File: src/hw/hotswap_status_pkg.sv
package hotswap_status_pkg;

  // ----------------------------------------------------------------
  // register command codes
  // ----------------------------------------------------------------
  localparam logic [7:0] LIVE_PIN_STATUS_ADDR = 8'hE5;
  localparam logic [7:0] COMMON_FLAGS_ADDR = 8'hEF;
  localparam logic [7:0] SHUTDOWN_REASON_RECORD_ADDR = 8'hF1;

  // ----------------------------------------------------------------
  // live status field positions
  // ----------------------------------------------------------------
  localparam int OUTPUT_LOST_BIT = 15;
  localparam int SWITCH_SHORT_BIT = 14;
  localparam int GATE_BIT = 10;
  localparam int TIMER_BELOW_BIT = 9;
  localparam int POWER_GOOD_LATCH_BIT = 8;
  localparam int ENABLE_BIT = 7;
  localparam int OVERCURRENT_BIT = 6;
  localparam int INPUT_LOW_BIT = 5;
  localparam int INPUT_HIGH_BIT = 4;
  localparam int POWER_LIMIT1_BIT = 3;
  localparam int SWITCH_BAD_BIT = 2;

  // ----------------------------------------------------------------
  // common flags layout and constant reserved bits
  // ----------------------------------------------------------------
  localparam int ALERT_N_BIT = 7;
  localparam int BUS_BLOCKED_N_BIT = 6;
  localparam logic [5:0] COMMON_RESERVED_VAL = 6'h36; // 11, 0, 110
  localparam logic [7:0] COMMON_FLAGS_RESET = 8'hF6;

  // ----------------------------------------------------------------
  // shutdown reason codes
  // ----------------------------------------------------------------
  localparam logic [3:0] SD_NONE = 4'h0;
  localparam logic [3:0] SD_OPERATION = 4'h1;
  localparam logic [3:0] SD_ENABLE_PIN = 4'h2;
  localparam logic [3:0] SD_REBOOT = 4'h3;
  localparam logic [3:0] SD_INT_SUPPLY_UVLO = 4'h4;
  localparam logic [3:0] SD_THERMAL = 4'h5;
  localparam logic [3:0] SD_SUPPLY_UVLO = 4'h6;
  localparam logic [3:0] SD_OVERTEMP = 4'h7;
  localparam logic [3:0] SD_OVERCURRENT = 4'h8;
  localparam logic [3:0] SD_POWER_LIMIT2 = 4'h9;
  localparam logic [3:0] SD_POWER_LIMIT1 = 4'hA;
  localparam logic [3:0] SD_SWITCH_BAD = 4'hB;
  localparam logic [3:0] SD_INPUT_LOW = 4'hC;
  localparam logic [3:0] SD_INPUT_HIGH = 4'hD;
  localparam int SD_SOURCES = 13;

  // ----------------------------------------------------------------
  // reset values
  // ----------------------------------------------------------------
  localparam logic [15:0] LIVE_STATUS_RESET = 16'h0000;
  localparam logic [15:0] READ_DATA_RESET = 16'h0000;
  localparam logic [9:0] PIN_SYNC_RESET = 10'h002; // undervoltage pin idles high

endpackage : hotswap_status_pkg

File: src/hw/hotswap_live_status_regs.sv
`timescale 1ns/1ps
`default_nettype none
module hotswap_live_status_regs
  import hotswap_status_pkg::*;
(
  input wire logic sys_clk,                  // 125 MHz core clock
  input wire logic rst,                      // synchronous, active high
  input wire logic fb_above_pin,             // feedback above 2.56 V
  input wire logic sense_over_2mv_pin,       // sense difference above 2 mV
  input wire logic gate_pin,                 // gate drive level
  input wire logic timer_below_pin,          // fault timer below 0.2 V
  input wire logic vgs_above_pin,            // gate-source above 8 V
  input wire logic vds_below_pin,            // drain-source below 2 V
  input wire logic switch_on,                // switch turned on, core logic
  input wire logic enable_active_pin,        // enable pin in active state
  input wire logic overcurrent_pin,          // overcurrent comparator
  input wire logic input_low_pin,            // undervoltage pin level
  input wire logic input_high_pin,           // overvoltage pin level
  input wire logic power_over_limit1,        // input power over limit one
  input wire logic switch_bad,               // bad-switch condition
  input wire logic alert_pulling,            // core pulls alert low
  input wire logic bus_access_blocked,       // some registers unavailable
  input wire logic power_good_clear_select,  // config: 1 feedback low, 0 switch off
  input wire logic [SD_SOURCES-1:0] sd_event, // one-cycle shutdown events
  input wire logic rd_strobe,                // register read request
  input wire logic wr_strobe,                // register write request
  input wire logic [7:0] cmd_code,           // register command code
  input wire logic [15:0] wr_data,           // write data, ignored
  output logic [15:0] rd_data,               // read data
  output logic rd_valid,                     // read data valid pulse
  output logic rd_error,                     // unknown code pulse
  output logic [15:0] live_pin_status,       // live status image
  output logic [7:0] common_flags,           // common flags image
  output logic [7:0] shutdown_reason_record  // shutdown reason image
);

  // ----------------------------------------------------------------
  // pin synchronisers
  // ----------------------------------------------------------------
  localparam int NPIN = 10;
  logic [NPIN-1:0] pin_raw;
  logic [NPIN-1:0] pin_meta_reg;
  logic [NPIN-1:0] pin_sync_reg;

  // gather asynchronous pins into one vector
  assign pin_raw = {fb_above_pin, sense_over_2mv_pin, gate_pin, timer_below_pin,
                    vgs_above_pin, vds_below_pin, enable_active_pin,
                    overcurrent_pin, input_low_pin, input_high_pin};

  // two flip-flops per pin, first stage feeds only the second;
  // each stage resets to its pin's idle level so no false flag follows reset
  genvar gi;
  generate
    for (gi = 0; gi < NPIN; gi++) begin : g_sync
      always_ff @(posedge sys_clk) begin
        if (rst) begin
          pin_meta_reg[gi] <= PIN_SYNC_RESET[gi];
          pin_sync_reg[gi] <= PIN_SYNC_RESET[gi];
        end else begin
          pin_meta_reg[gi] <= pin_raw[gi];
          pin_sync_reg[gi] <= pin_meta_reg[gi];
        end
      end
    end
  endgenerate

  wire fb_s = pin_sync_reg[9];
  wire short_s = pin_sync_reg[8];
  wire gate_s = pin_sync_reg[7];
  wire timer_s = pin_sync_reg[6];
  wire vgs_s = pin_sync_reg[5];
  wire vds_s = pin_sync_reg[4];
  wire en_s = pin_sync_reg[3];
  wire oc_s = pin_sync_reg[2];
  wire uv_s = pin_sync_reg[1];
  wire ov_s = pin_sync_reg[0];

  // ----------------------------------------------------------------
  // power-good latch
  // ----------------------------------------------------------------
  logic power_good_latch_reg;
  logic power_good_latch_next;
  wire pg_set = fb_s && vgs_s && vds_s;
  wire pg_clear = power_good_clear_select ? !fb_s : !switch_on;

  // set wins over clear when both occur together
  assign power_good_latch_next = pg_set ? 1'b1 : (pg_clear ? 1'b0 : power_good_latch_reg);

  always_ff @(posedge sys_clk) begin
    if (rst) begin
      power_good_latch_reg <= 1'b0;
    end else begin
      power_good_latch_reg <= power_good_latch_next;
    end
  end

  // ----------------------------------------------------------------
  // live status image
  // ----------------------------------------------------------------
  logic [15:0] live_next;

  // pin bits follow their synchronised sources, power_over_limit1 and switch_bad bits follow their inputs directly, reserved bits stay zero
  always_comb begin
    live_next = LIVE_STATUS_RESET;
    live_next[OUTPUT_LOST_BIT] = !fb_s && power_good_latch_reg;
    live_next[SWITCH_SHORT_BIT] = short_s && !switch_on;
    live_next[GATE_BIT] = gate_s;
    live_next[TIMER_BELOW_BIT] = timer_s;
    live_next[POWER_GOOD_LATCH_BIT] = power_good_latch_reg;
    live_next[ENABLE_BIT] = en_s;
    live_next[OVERCURRENT_BIT] = oc_s;
    live_next[INPUT_LOW_BIT] = !uv_s;
    live_next[INPUT_HIGH_BIT] = ov_s;
    live_next[POWER_LIMIT1_BIT] = power_over_limit1;
    live_next[SWITCH_BAD_BIT] = switch_bad;
  end

  // ----------------------------------------------------------------
  // common flags image
  // ----------------------------------------------------------------
  logic [7:0] common_next;
  assign common_next = {!alert_pulling, !bus_access_blocked, COMMON_RESERVED_VAL};

  // ----------------------------------------------------------------
  // shutdown reason record
  // ----------------------------------------------------------------
  logic [3:0] reason_reg;
  logic [3:0] reason_next;
  logic [3:0] reason_code [SD_SOURCES];

  // event bit i maps to code i+1
  generate
    for (gi = 0; gi < SD_SOURCES; gi++) begin : g_code
      assign reason_code[gi] = 4'(gi + 1);
    end
  endgenerate

  // lowest-numbered event wins if several arrive together
  always_comb begin
    reason_next = reason_reg;
    for (int i = SD_SOURCES - 1; i >= 0; i--) begin
      if (sd_event[i]) begin
        reason_next = reason_code[i];
      end
    end
  end

  always_ff @(posedge sys_clk) begin
    if (rst) begin
      reason_reg <= SD_NONE;
    end else begin
      reason_reg <= reason_next;
    end
  end

  // ----------------------------------------------------------------
  // output images
  // ----------------------------------------------------------------
  always_ff @(posedge sys_clk) begin
    if (rst) begin
      live_pin_status <= LIVE_STATUS_RESET;
      common_flags <= COMMON_FLAGS_RESET;
      shutdown_reason_record <= {4'h0, SD_NONE};
    end else begin
      live_pin_status <= live_next;
      common_flags <= common_next;
      shutdown_reason_record <= {4'h0, reason_next};
    end
  end

  // ----------------------------------------------------------------
  // register read port
  // ----------------------------------------------------------------
  wire hit_live = cmd_code == LIVE_PIN_STATUS_ADDR;
  wire hit_common = cmd_code == COMMON_FLAGS_ADDR;
  wire hit_reason = cmd_code == SHUTDOWN_REASON_RECORD_ADDR;
  wire hit_any = hit_live || hit_common || hit_reason;
  logic [15:0] rd_mux;

  // address decode, unknown codes read zero
  assign rd_mux = hit_live ? live_pin_status :
                  hit_common ? {8'h00, common_flags} :
                  hit_reason ? {8'h00, shutdown_reason_record} : 16'h0000;

  // writes touch nothing in this block
  wire wr_ignored = wr_strobe && |wr_data;

  always_ff @(posedge sys_clk) begin
    if (rst) begin
      rd_data <= READ_DATA_RESET;
      rd_valid <= 1'b0;
      rd_error <= 1'b0;
    end else begin
      rd_valid <= rd_strobe;
      rd_error <= (rd_strobe && !hit_any) || (wr_ignored && 1'b0);
      if (rd_strobe) begin
        rd_data <= rd_mux;
      end
    end
  end

  // ----------------------------------------------------------------
  // checks
  // ----------------------------------------------------------------
  AST_OUTPUT_LOST: assert property (@(posedge sys_clk) disable iff (rst)
    live_pin_status[OUTPUT_LOST_BIT] == $past(!fb_s && power_good_latch_reg))
    else $error("output lost flag wrong");
  AST_SWITCH_SHORT: assert property (@(posedge sys_clk) disable iff (rst)
    (short_s && !switch_on) |=> live_pin_status[SWITCH_SHORT_BIT])
    else $error("switch short flag missing");
  AST_GATE: assert property (@(posedge sys_clk) disable iff (rst)
    ##1 live_pin_status[GATE_BIT] == $past(gate_s))
    else $error("gate bit does not follow pin");
  AST_TIMER: assert property (@(posedge sys_clk) disable iff (rst)
    timer_s |=> live_pin_status[TIMER_BELOW_BIT])
    else $error("timer bit wrong");
  AST_PG_SET: assert property (@(posedge sys_clk) disable iff (rst)
    pg_set |=> ##1 live_pin_status[POWER_GOOD_LATCH_BIT])
    else $error("power good not set");
  AST_PG_CLEAR: assert property (@(posedge sys_clk) disable iff (rst)
    (!pg_set && !power_good_clear_select && !switch_on) |=> !power_good_latch_reg)
    else $error("power good not cleared on switch off");
  AST_PG_FB_CLEAR: assert property (@(posedge sys_clk) disable iff (rst)
    (power_good_clear_select && !fb_s) |=> !power_good_latch_reg)
    else $error("power good not cleared on feedback low");
  AST_ENABLE: assert property (@(posedge sys_clk) disable iff (rst)
    en_s |=> live_pin_status[ENABLE_BIT])
    else $error("enable bit wrong");
  AST_OC: assert property (@(posedge sys_clk) disable iff (rst)
    $rose(oc_s) |=> live_pin_status[OVERCURRENT_BIT])
    else $error("overcurrent bit late");
  AST_UV: assert property (@(posedge sys_clk) disable iff (rst)
    !uv_s |=> live_pin_status[INPUT_LOW_BIT])
    else $error("undervoltage bit wrong");
  AST_OV: assert property (@(posedge sys_clk) disable iff (rst)
    !ov_s |=> !live_pin_status[INPUT_HIGH_BIT])
    else $error("overvoltage bit wrong");
  AST_OP1: assert property (@(posedge sys_clk) disable iff (rst)
    $fell(power_over_limit1) |=> !live_pin_status[POWER_LIMIT1_BIT])
    else $error("power limit bit stuck");
  AST_BAD: assert property (@(posedge sys_clk) disable iff (rst)
    switch_bad |=> live_pin_status[SWITCH_BAD_BIT])
    else $error("bad switch bit wrong");
  AST_ALERT: assert property (@(posedge sys_clk) disable iff (rst)
    alert_pulling |=> !common_flags[ALERT_N_BIT])
    else $error("alert bit wrong");
  AST_BUSY: assert property (@(posedge sys_clk) disable iff (rst)
    !bus_access_blocked |=> common_flags[BUS_BLOCKED_N_BIT])
    else $error("bus blocked bit wrong");
  AST_REASON_HOLD: assert property (@(posedge sys_clk) disable iff (rst)
    (sd_event == '0) |=> $stable(reason_reg))
    else $error("reason changed without event");
  AST_REASON_CODE: assert property (@(posedge sys_clk) disable iff (rst)
    (sd_event == 13'h0080) |=> shutdown_reason_record == 8'h08)
    else $error("overcurrent cause code wrong");
  AST_RESERVED: assert property (@(posedge sys_clk) disable iff (rst)
    ##1 (common_flags[5:0] == 6'h36 && shutdown_reason_record[7:4] == 4'h0))
    else $error("reserved bits changed");

  // opposite halves of the level checks and latch holding
  AST_OUTPUT_LOST_OFF: assert property (@(posedge sys_clk) disable iff (rst)
    fb_s |=> !live_pin_status[OUTPUT_LOST_BIT])
    else $error("output lost flag while feedback good");
  AST_SHORT_ON: assert property (@(posedge sys_clk) disable iff (rst)
    switch_on |=> !live_pin_status[SWITCH_SHORT_BIT])
    else $error("switch short flag while switch on");
  AST_TIMER_OFF: assert property (@(posedge sys_clk) disable iff (rst)
    !timer_s |=> !live_pin_status[TIMER_BELOW_BIT])
    else $error("timer bit set while timer high");
  AST_PG_IMAGE: assert property (@(posedge sys_clk) disable iff (rst)
    ##1 live_pin_status[POWER_GOOD_LATCH_BIT] == $past(power_good_latch_reg))
    else $error("power good bit does not follow latch");
  AST_PG_RISE: assert property (@(posedge sys_clk) disable iff (rst)
    $rose(power_good_latch_reg) |-> $past(pg_set))
    else $error("power good set without conditions");
  AST_PG_SW_HOLD: assert property (@(posedge sys_clk) disable iff (rst)
    (power_good_latch_reg && !power_good_clear_select && switch_on) |=> power_good_latch_reg)
    else $error("power good lost while switch on");
  AST_PG_FB_HOLD: assert property (@(posedge sys_clk) disable iff (rst)
    (power_good_latch_reg && power_good_clear_select && fb_s) |=> power_good_latch_reg)
    else $error("power good lost while feedback good");
  AST_ENABLE_OFF: assert property (@(posedge sys_clk) disable iff (rst)
    !en_s |=> !live_pin_status[ENABLE_BIT])
    else $error("enable bit set while pin inactive");
  AST_OC_LEVEL: assert property (@(posedge sys_clk) disable iff (rst)
    oc_s |=> live_pin_status[OVERCURRENT_BIT])
    else $error("overcurrent bit missing");
  AST_OC_FALL: assert property (@(posedge sys_clk) disable iff (rst)
    $fell(oc_s) |=> !live_pin_status[OVERCURRENT_BIT])
    else $error("overcurrent bit stuck");
  AST_UV_HIGH: assert property (@(posedge sys_clk) disable iff (rst)
    uv_s |=> !live_pin_status[INPUT_LOW_BIT])
    else $error("undervoltage bit set while pin high");
  AST_OV_HIGH: assert property (@(posedge sys_clk) disable iff (rst)
    ov_s |=> live_pin_status[INPUT_HIGH_BIT])
    else $error("overvoltage bit missing");
  AST_OP1_SET: assert property (@(posedge sys_clk) disable iff (rst)
    power_over_limit1 |=> live_pin_status[POWER_LIMIT1_BIT])
    else $error("power limit bit missing");
  AST_BAD_OFF: assert property (@(posedge sys_clk) disable iff (rst)
    !switch_bad |=> !live_pin_status[SWITCH_BAD_BIT])
    else $error("bad switch bit set while absent");
  AST_ALERT_OFF: assert property (@(posedge sys_clk) disable iff (rst)
    !alert_pulling |=> common_flags[ALERT_N_BIT])
    else $error("alert bit low while not pulling");
  AST_BUSY_ON: assert property (@(posedge sys_clk) disable iff (rst)
    bus_access_blocked |=> !common_flags[BUS_BLOCKED_N_BIT])
    else $error("bus blocked bit high while blocked");
  AST_REASON_UPDATE: assert property (@(posedge sys_clk) disable iff (rst)
    (sd_event != '0) |=> (shutdown_reason_record[3:0] != SD_NONE))
    else $error("reason not recorded");
  AST_REASON_LOW_WINS: assert property (@(posedge sys_clk) disable iff (rst)
    sd_event[0] |=> shutdown_reason_record == 8'h01)
    else $error("operation cause code wrong");
  AST_REASON_TOP: assert property (@(posedge sys_clk) disable iff (rst)
    (sd_event == 13'h1000) |=> shutdown_reason_record == 8'h0D)
    else $error("overvoltage cause code wrong");
  AST_LIVE_RESERVED: assert property (@(posedge sys_clk) disable iff (rst)
    ##1 (live_pin_status[13:11] == 3'h0 && live_pin_status[1:0] == 2'h0))
    else $error("live reserved bits changed");

  // ----------------------------------------------------------------
  // read port checks
  // ----------------------------------------------------------------
  AST_RD_VALID: assert property (@(posedge sys_clk) disable iff (rst)
    rd_strobe |=> rd_valid)
    else $error("read not answered");
  AST_RD_HOLD: assert property (@(posedge sys_clk) disable iff (rst)
    !rd_strobe |=> $stable(rd_data))
    else $error("read data changed without read");
  AST_RD_ERROR: assert property (@(posedge sys_clk) disable iff (rst)
    (rd_strobe && !hit_any) |=> (rd_error && rd_data == 16'h0000))
    else $error("unknown code not refused");
  AST_RD_NO_ERROR: assert property (@(posedge sys_clk) disable iff (rst)
    (rd_strobe && hit_any) |=> !rd_error)
    else $error("known code refused");
  AST_RD_UPPER: assert property (@(posedge sys_clk) disable iff (rst)
    (rd_strobe && !hit_live) |=> rd_data[15:8] == 8'h00)
    else $error("byte register upper half not zero");
  AST_WR_NO_ANSWER: assert property (@(posedge sys_clk) disable iff (rst)
    (wr_strobe && !rd_strobe) |=> (!rd_valid && !rd_error))
    else $error("write produced an answer");

endmodule : hotswap_live_status_regs
`default_nettype wire

File: config.mk
export PLATFORM = sky130hd
export DESIGN_NAME = hotswap_live_status_regs
export DESIGN_NICKNAME = d
export VERILOG_FILES = /design/src/hw/hotswap_status_pkg.sv /design/src/hw/hotswap_live_status_regs.sv
export SDC_FILE = /design/constraint.sdc
export NUM_CORES = 1
export LEC_CHECK = 0
export BUFFER_PORTS_ARGS = -buffer_cell sky130_fd_sc_hd__clkbuf_2
export CAP_MARGIN = 20
export CORE_ASPECT_RATIO = 1.25
export CORE_MARGIN = 2
export CORE_UTILIZATION = 47
export CTS_CLUSTER_SIZE = 8
export DETAILED_ROUTE_END_ITERATION = 8
export MAX_ROUTING_LAYER = met4
export PLACE_DENSITY = 0.89
export REMOVE_ABC_BUFFERS = 1
export SLEW_MARGIN = 20
export SYNTH_ARGS = -nofsm -noshare
export SYNTH_HDL_FRONTEND = slang
export SYNTH_SLANG_ARGS = --single-unit
File: constraint.sdc
create_clock -name sys_clk -period 2.55 [get_ports sys_clk]
set_clock_uncertainty 0.15 [all_clocks]
set_input_delay 0.1275 -clock sys_clk [delete_from_list [all_inputs] [get_ports sys_clk]]
set_output_delay 0.1275 -clock sys_clk [all_outputs]
set_load 0.005 [all_outputs]
# Word level (Yosys, flattened, before mapping)
# Cells that the tools add are included.
# totals
mem_count,0
rom_bits,0
ram_bits,0
in_bits,57
word_cells,66
latch_bits,0
register_bits,71
# classes
n_bitwise,0
n_lt_le_gt_ge,0
mux,19
n_shift,0
multipliers,0
addsub,0
div_mod_pow,0
n_eq_ne,3
n_reduce_logical,14
# ops
op,n
$mux 4,13
$eq 8x8->1 const B,3
$mux 16,1
$mux 8,2
$logic_not 1->1,6
$logic_and 1x1->1,5
$mux 1,3
$logic_or 1x1->1,2
$reduce_bool 2->1,1

# Logic depth before layout (Yosys ltp)
# depth
ltp_word,13
mapped_depth,4

# Least setup slack after synthesis
# Ideal clock, no wire load.
# synth_path
kind,in2reg
from,in sd_event[7]
to,reg shutdown_reason_record[1]
stages,4
t_arrival_ps,1182
t_required_ps,2326
setup_ps,74
path_slack_ps,1145
cell_sequence,or4_4 > nor4b_4 > a221oi_2 > nor3_2
# synth_between
elab_chain_cells,8
# synth_lines
item,line,text
from (decl),hotswap_live_status_regs.sv:24,"input wire logic [SD_SOURCES-1:0] sd_event,"
$mux 4 (8 in series),hotswap_live_status_regs.sv:142,if (sd_event[i]) begin
to (signal assigned),hotswap_live_status_regs.sv:163,"shutdown_reason_record <= {4'h0, SD_NONE};"
to (signal assigned),hotswap_live_status_regs.sv:167,"shutdown_reason_record <= {4'h0, reason_next};"
to (decl),hotswap_live_status_regs.sv:34,output logic [7:0] shutdown_reason_record
# Every way passes these cells.
# A chain may end at the register's enable or synchronous reset.

# Final worst setup path
# layout_path
from,in sd_event[4]
to,reg shutdown_reason_record[3]
# layout_between
elab_chain_cells,5
# layout_lines
item,line
$mux 4 (5 in series),hotswap_live_status_regs.sv:142
# Every way passes these cells.

==> run metrics <==
gpl congestion=0.857; Post-Synthesis Cells=204; max-slew violations=0; area added between synthesis and finish=31.7%; Port Buffers=71; CTS tree=yes; Worst R2R Setup Slack=1.47 ns; initial antenna violation count=0; gr usage total=17.0%; R2R Path End=shutdown_reason_record[2]$_SDFFE_PP0P_; WL per Instance=11.0 um; CP max FO=3; highest achievable clock rate=485 MHz; outcome=complete, no violations; Max-slew headroom=53.1%; grt ovf=0; ANT cells=0; Via density=4.59; CP Launch Type=input port; critical path type=in2reg; CTS H-tree lvls=2; Synth cell types=37; total clock buffers created by CTS=5; part of the cycle the worst path needs=80.8%; layout cells sized above 1=30.8%; Hold Vio Cnt, Final=0; Fin Setup TNS=0 ns; remaining antenna violation count=0; Max-cap violations=0; Synth Warn #=0; CTS Root Cell=clkbuf_8; Starting Density=48.5%; CTS clk-pin slew, worst paths=0.09 ns; Worst-Skew Late Latency=0.30 ns; DPL Wire Length=2.71 mm; PD cells=574 mW/mm^2; R2R cell count=3; DIE WIDTH=61.9 um; Starting DRT DRC Count=106; post-synthesis sequential area ratio=53.8%; endpoint class of the critical path=flip-flop; # DRC=0; nets@finish=351; first-pass GRT wire length=6.09 mm; Routed Wire Length=3.86 mm; Vert. Die Dim=76.4 um; Fin Hold WS=0.0388 ns; # setup viols final=0; RR Startpoint=shutdown_reason_record[2]$_SDFFE_PP0P_; hold_sp=sd_event[2]; Tightest Hold Check Type=in2reg; Sink Count=53; Hold Buf Count CTS=19; WP data required=2.61 ns; Largest register FFs=13; vias in the first global route=1,394; Leak=1.16 nW; largest net degree at the start of global routing=29; Worst Hold End=shutdown_reason_record[2]$_SDFFE_PP0P_; setup bufs post-CTS=0; IO Count=107; maximum vdd drop=0.416 mV; Tmin final=2.06 ns; total number of vias=1,610; post-cts sizing count=0; Syn Std Cell Area=0.00197 mm^2; Yosys reg bits=53; first-pass detailed-route iteration total=4; core area=0.00407 mm^2; Mean Syn Cell Area=9.67 um^2; Die ar.=0.00473 mm^2; Worst-Margin Slew=0.698 ns; crit path DAT=2.12 ns; row count=26; Bufs on Longest Clock Path=2; WHS Path Cells=3; RSZ-0062 raised after global routing=false
where the power goes:
part           switching, mW  internal (mW)  leakage [nW]
registers             0.0108          0.855         0.435
logic                 0.0715         0.0778         0.683
clock network          0.275          0.200        0.0423
critical path, stage by stage:
cell and delay, ns:
dlygate4sd3_1 0.55, clkbuf_2 0.13, nor4_1 0.42, dlygate4sd3_1 0.63, nand2b_1 0.05, nor4_1 0.20
cell type report:
class | instances | area (um^2)
fill | 376 | 1470
clock inverter | 3 | 26.3
tap | 56 | 70.1
inverter | 4 | 15.0
timing repair buffer | 92 | 561
sequential | 53 | 1060
clock buffer | 5 | 68.8
multi-input combinational | 138 | 795
logic make-up after synthesis:
logic type / after synthesis / synth area share, %
simple gates: 90 / 26.1
buf+inv: 29 / 8.95
mux: 1 / 0.571
flops: 53 / 53.8
other cells: 2 / 0.381
compound gates: 29 / 10.2
metal layers:
metal / global-route usage [%] / part of all wire, % / vias to the layer above / wire length [um]
li1: - / - / 827 / -
met1: 19.7 / 40 / 715 / 1540
met2: 26.5 / 53 / 58 / 2050
met3: 4.41 / 4.5 / 10 / 172
met4: 8.09 / 2.5 / 0 / 96
met5: - / 0 / - / 0
worst max-delay path by stage:
stage / slack (ns) / end / cells after the start / startpoint
CTS: 0.62 / shutdown_reason_record[3]$_SDFFE_PP0P_ / 6 / sd_event[4]
finish: 0.49 / shutdown_reason_record[3]$_SDFFE_PP0P_ / 6 / sd_event[4]
detailed placement: 0.93 / rd_data[5]$_SDFFE_PP0P_ / 5 / cmd_code[6]
floorplan: 1.15 / shutdown_reason_record[1]$_SDFFE_PP0P_ / 4 / sd_event[7]
global route: 0.27 / shutdown_reason_record[3]$_SDFFE_PP0P_ / 6 / sd_event[4]
global placement: 0.97 / shutdown_reason_record[1]$_SDFFE_PP0P_ / 5 / sd_event[7]
metrics by stage:
step           util (%)  cells  cell area (um^2)  power, mW  setup WS, ns
6_report           63.8    351              2600       1.49         0.488
5_1_grt            63.8    351              2600       1.57         0.268
4_1_cts            63.8    351              2600       1.50         0.625
3_5_place_dp       56.8    324              2310       1.01         0.933
3_3_place_gp       56.8    324              2310       1.01         0.965
2_1_floorplan         -    195              1870      0.937          1.15
Yosys cell counts:
cell	count	area share [%]
a221oi_1	1	0.44
a221o_1	1	0.51
buf_1	1	0.19
nand2_1	16	3.0
mux2_2	1	0.57
nor2_1	15	2.9
a311oi_1	1	0.44
nor4b_4	1	1.2
a31oi_1	1	0.32
nand4b_1	1	0.44
dfxtp_1	53	54
nor2b_1	30	9.5
and3b_1	1	0.44
nor4_2	1	0.63
a22o_1	4	1.8
nand2b_1	3	0.95
nor4b_1	1	0.44
or2_2	4	1.3
a211oi_1	3	1.1
o31ai_1	1	0.38
nor3_1	2	0.51
nand4_1	1	0.32
conb_1	2	0.38
or4_4	1	0.57
nor4_1	2	0.63
buf_4	18	6.9
nor3b_1	1	0.38
o41ai_1	1	0.44
clkbuf_1	6	1.1
nor3_2	1	0.51
a32oi_1	1	0.44
o21ai_0	2	0.51
a221oi_2	1	0.76
nand3_1	8	2.0
and2_1	1	0.32
a21oi_1	12	3.0
inv_1	4	0.76
placed cells by master, fill, tap and decap left out, types with 5 or more instances in the layout:
cell,instances
clkbuf_8,5
nor2b_1,30
dlygate4sd3_1,19
clkbuf_2,71
nand2_1,16
nand3_1,8
dfxtp_1,53
conb_1,18
nor2_1,15
a21oi_1,12
(Power assumes the default switching activity.)
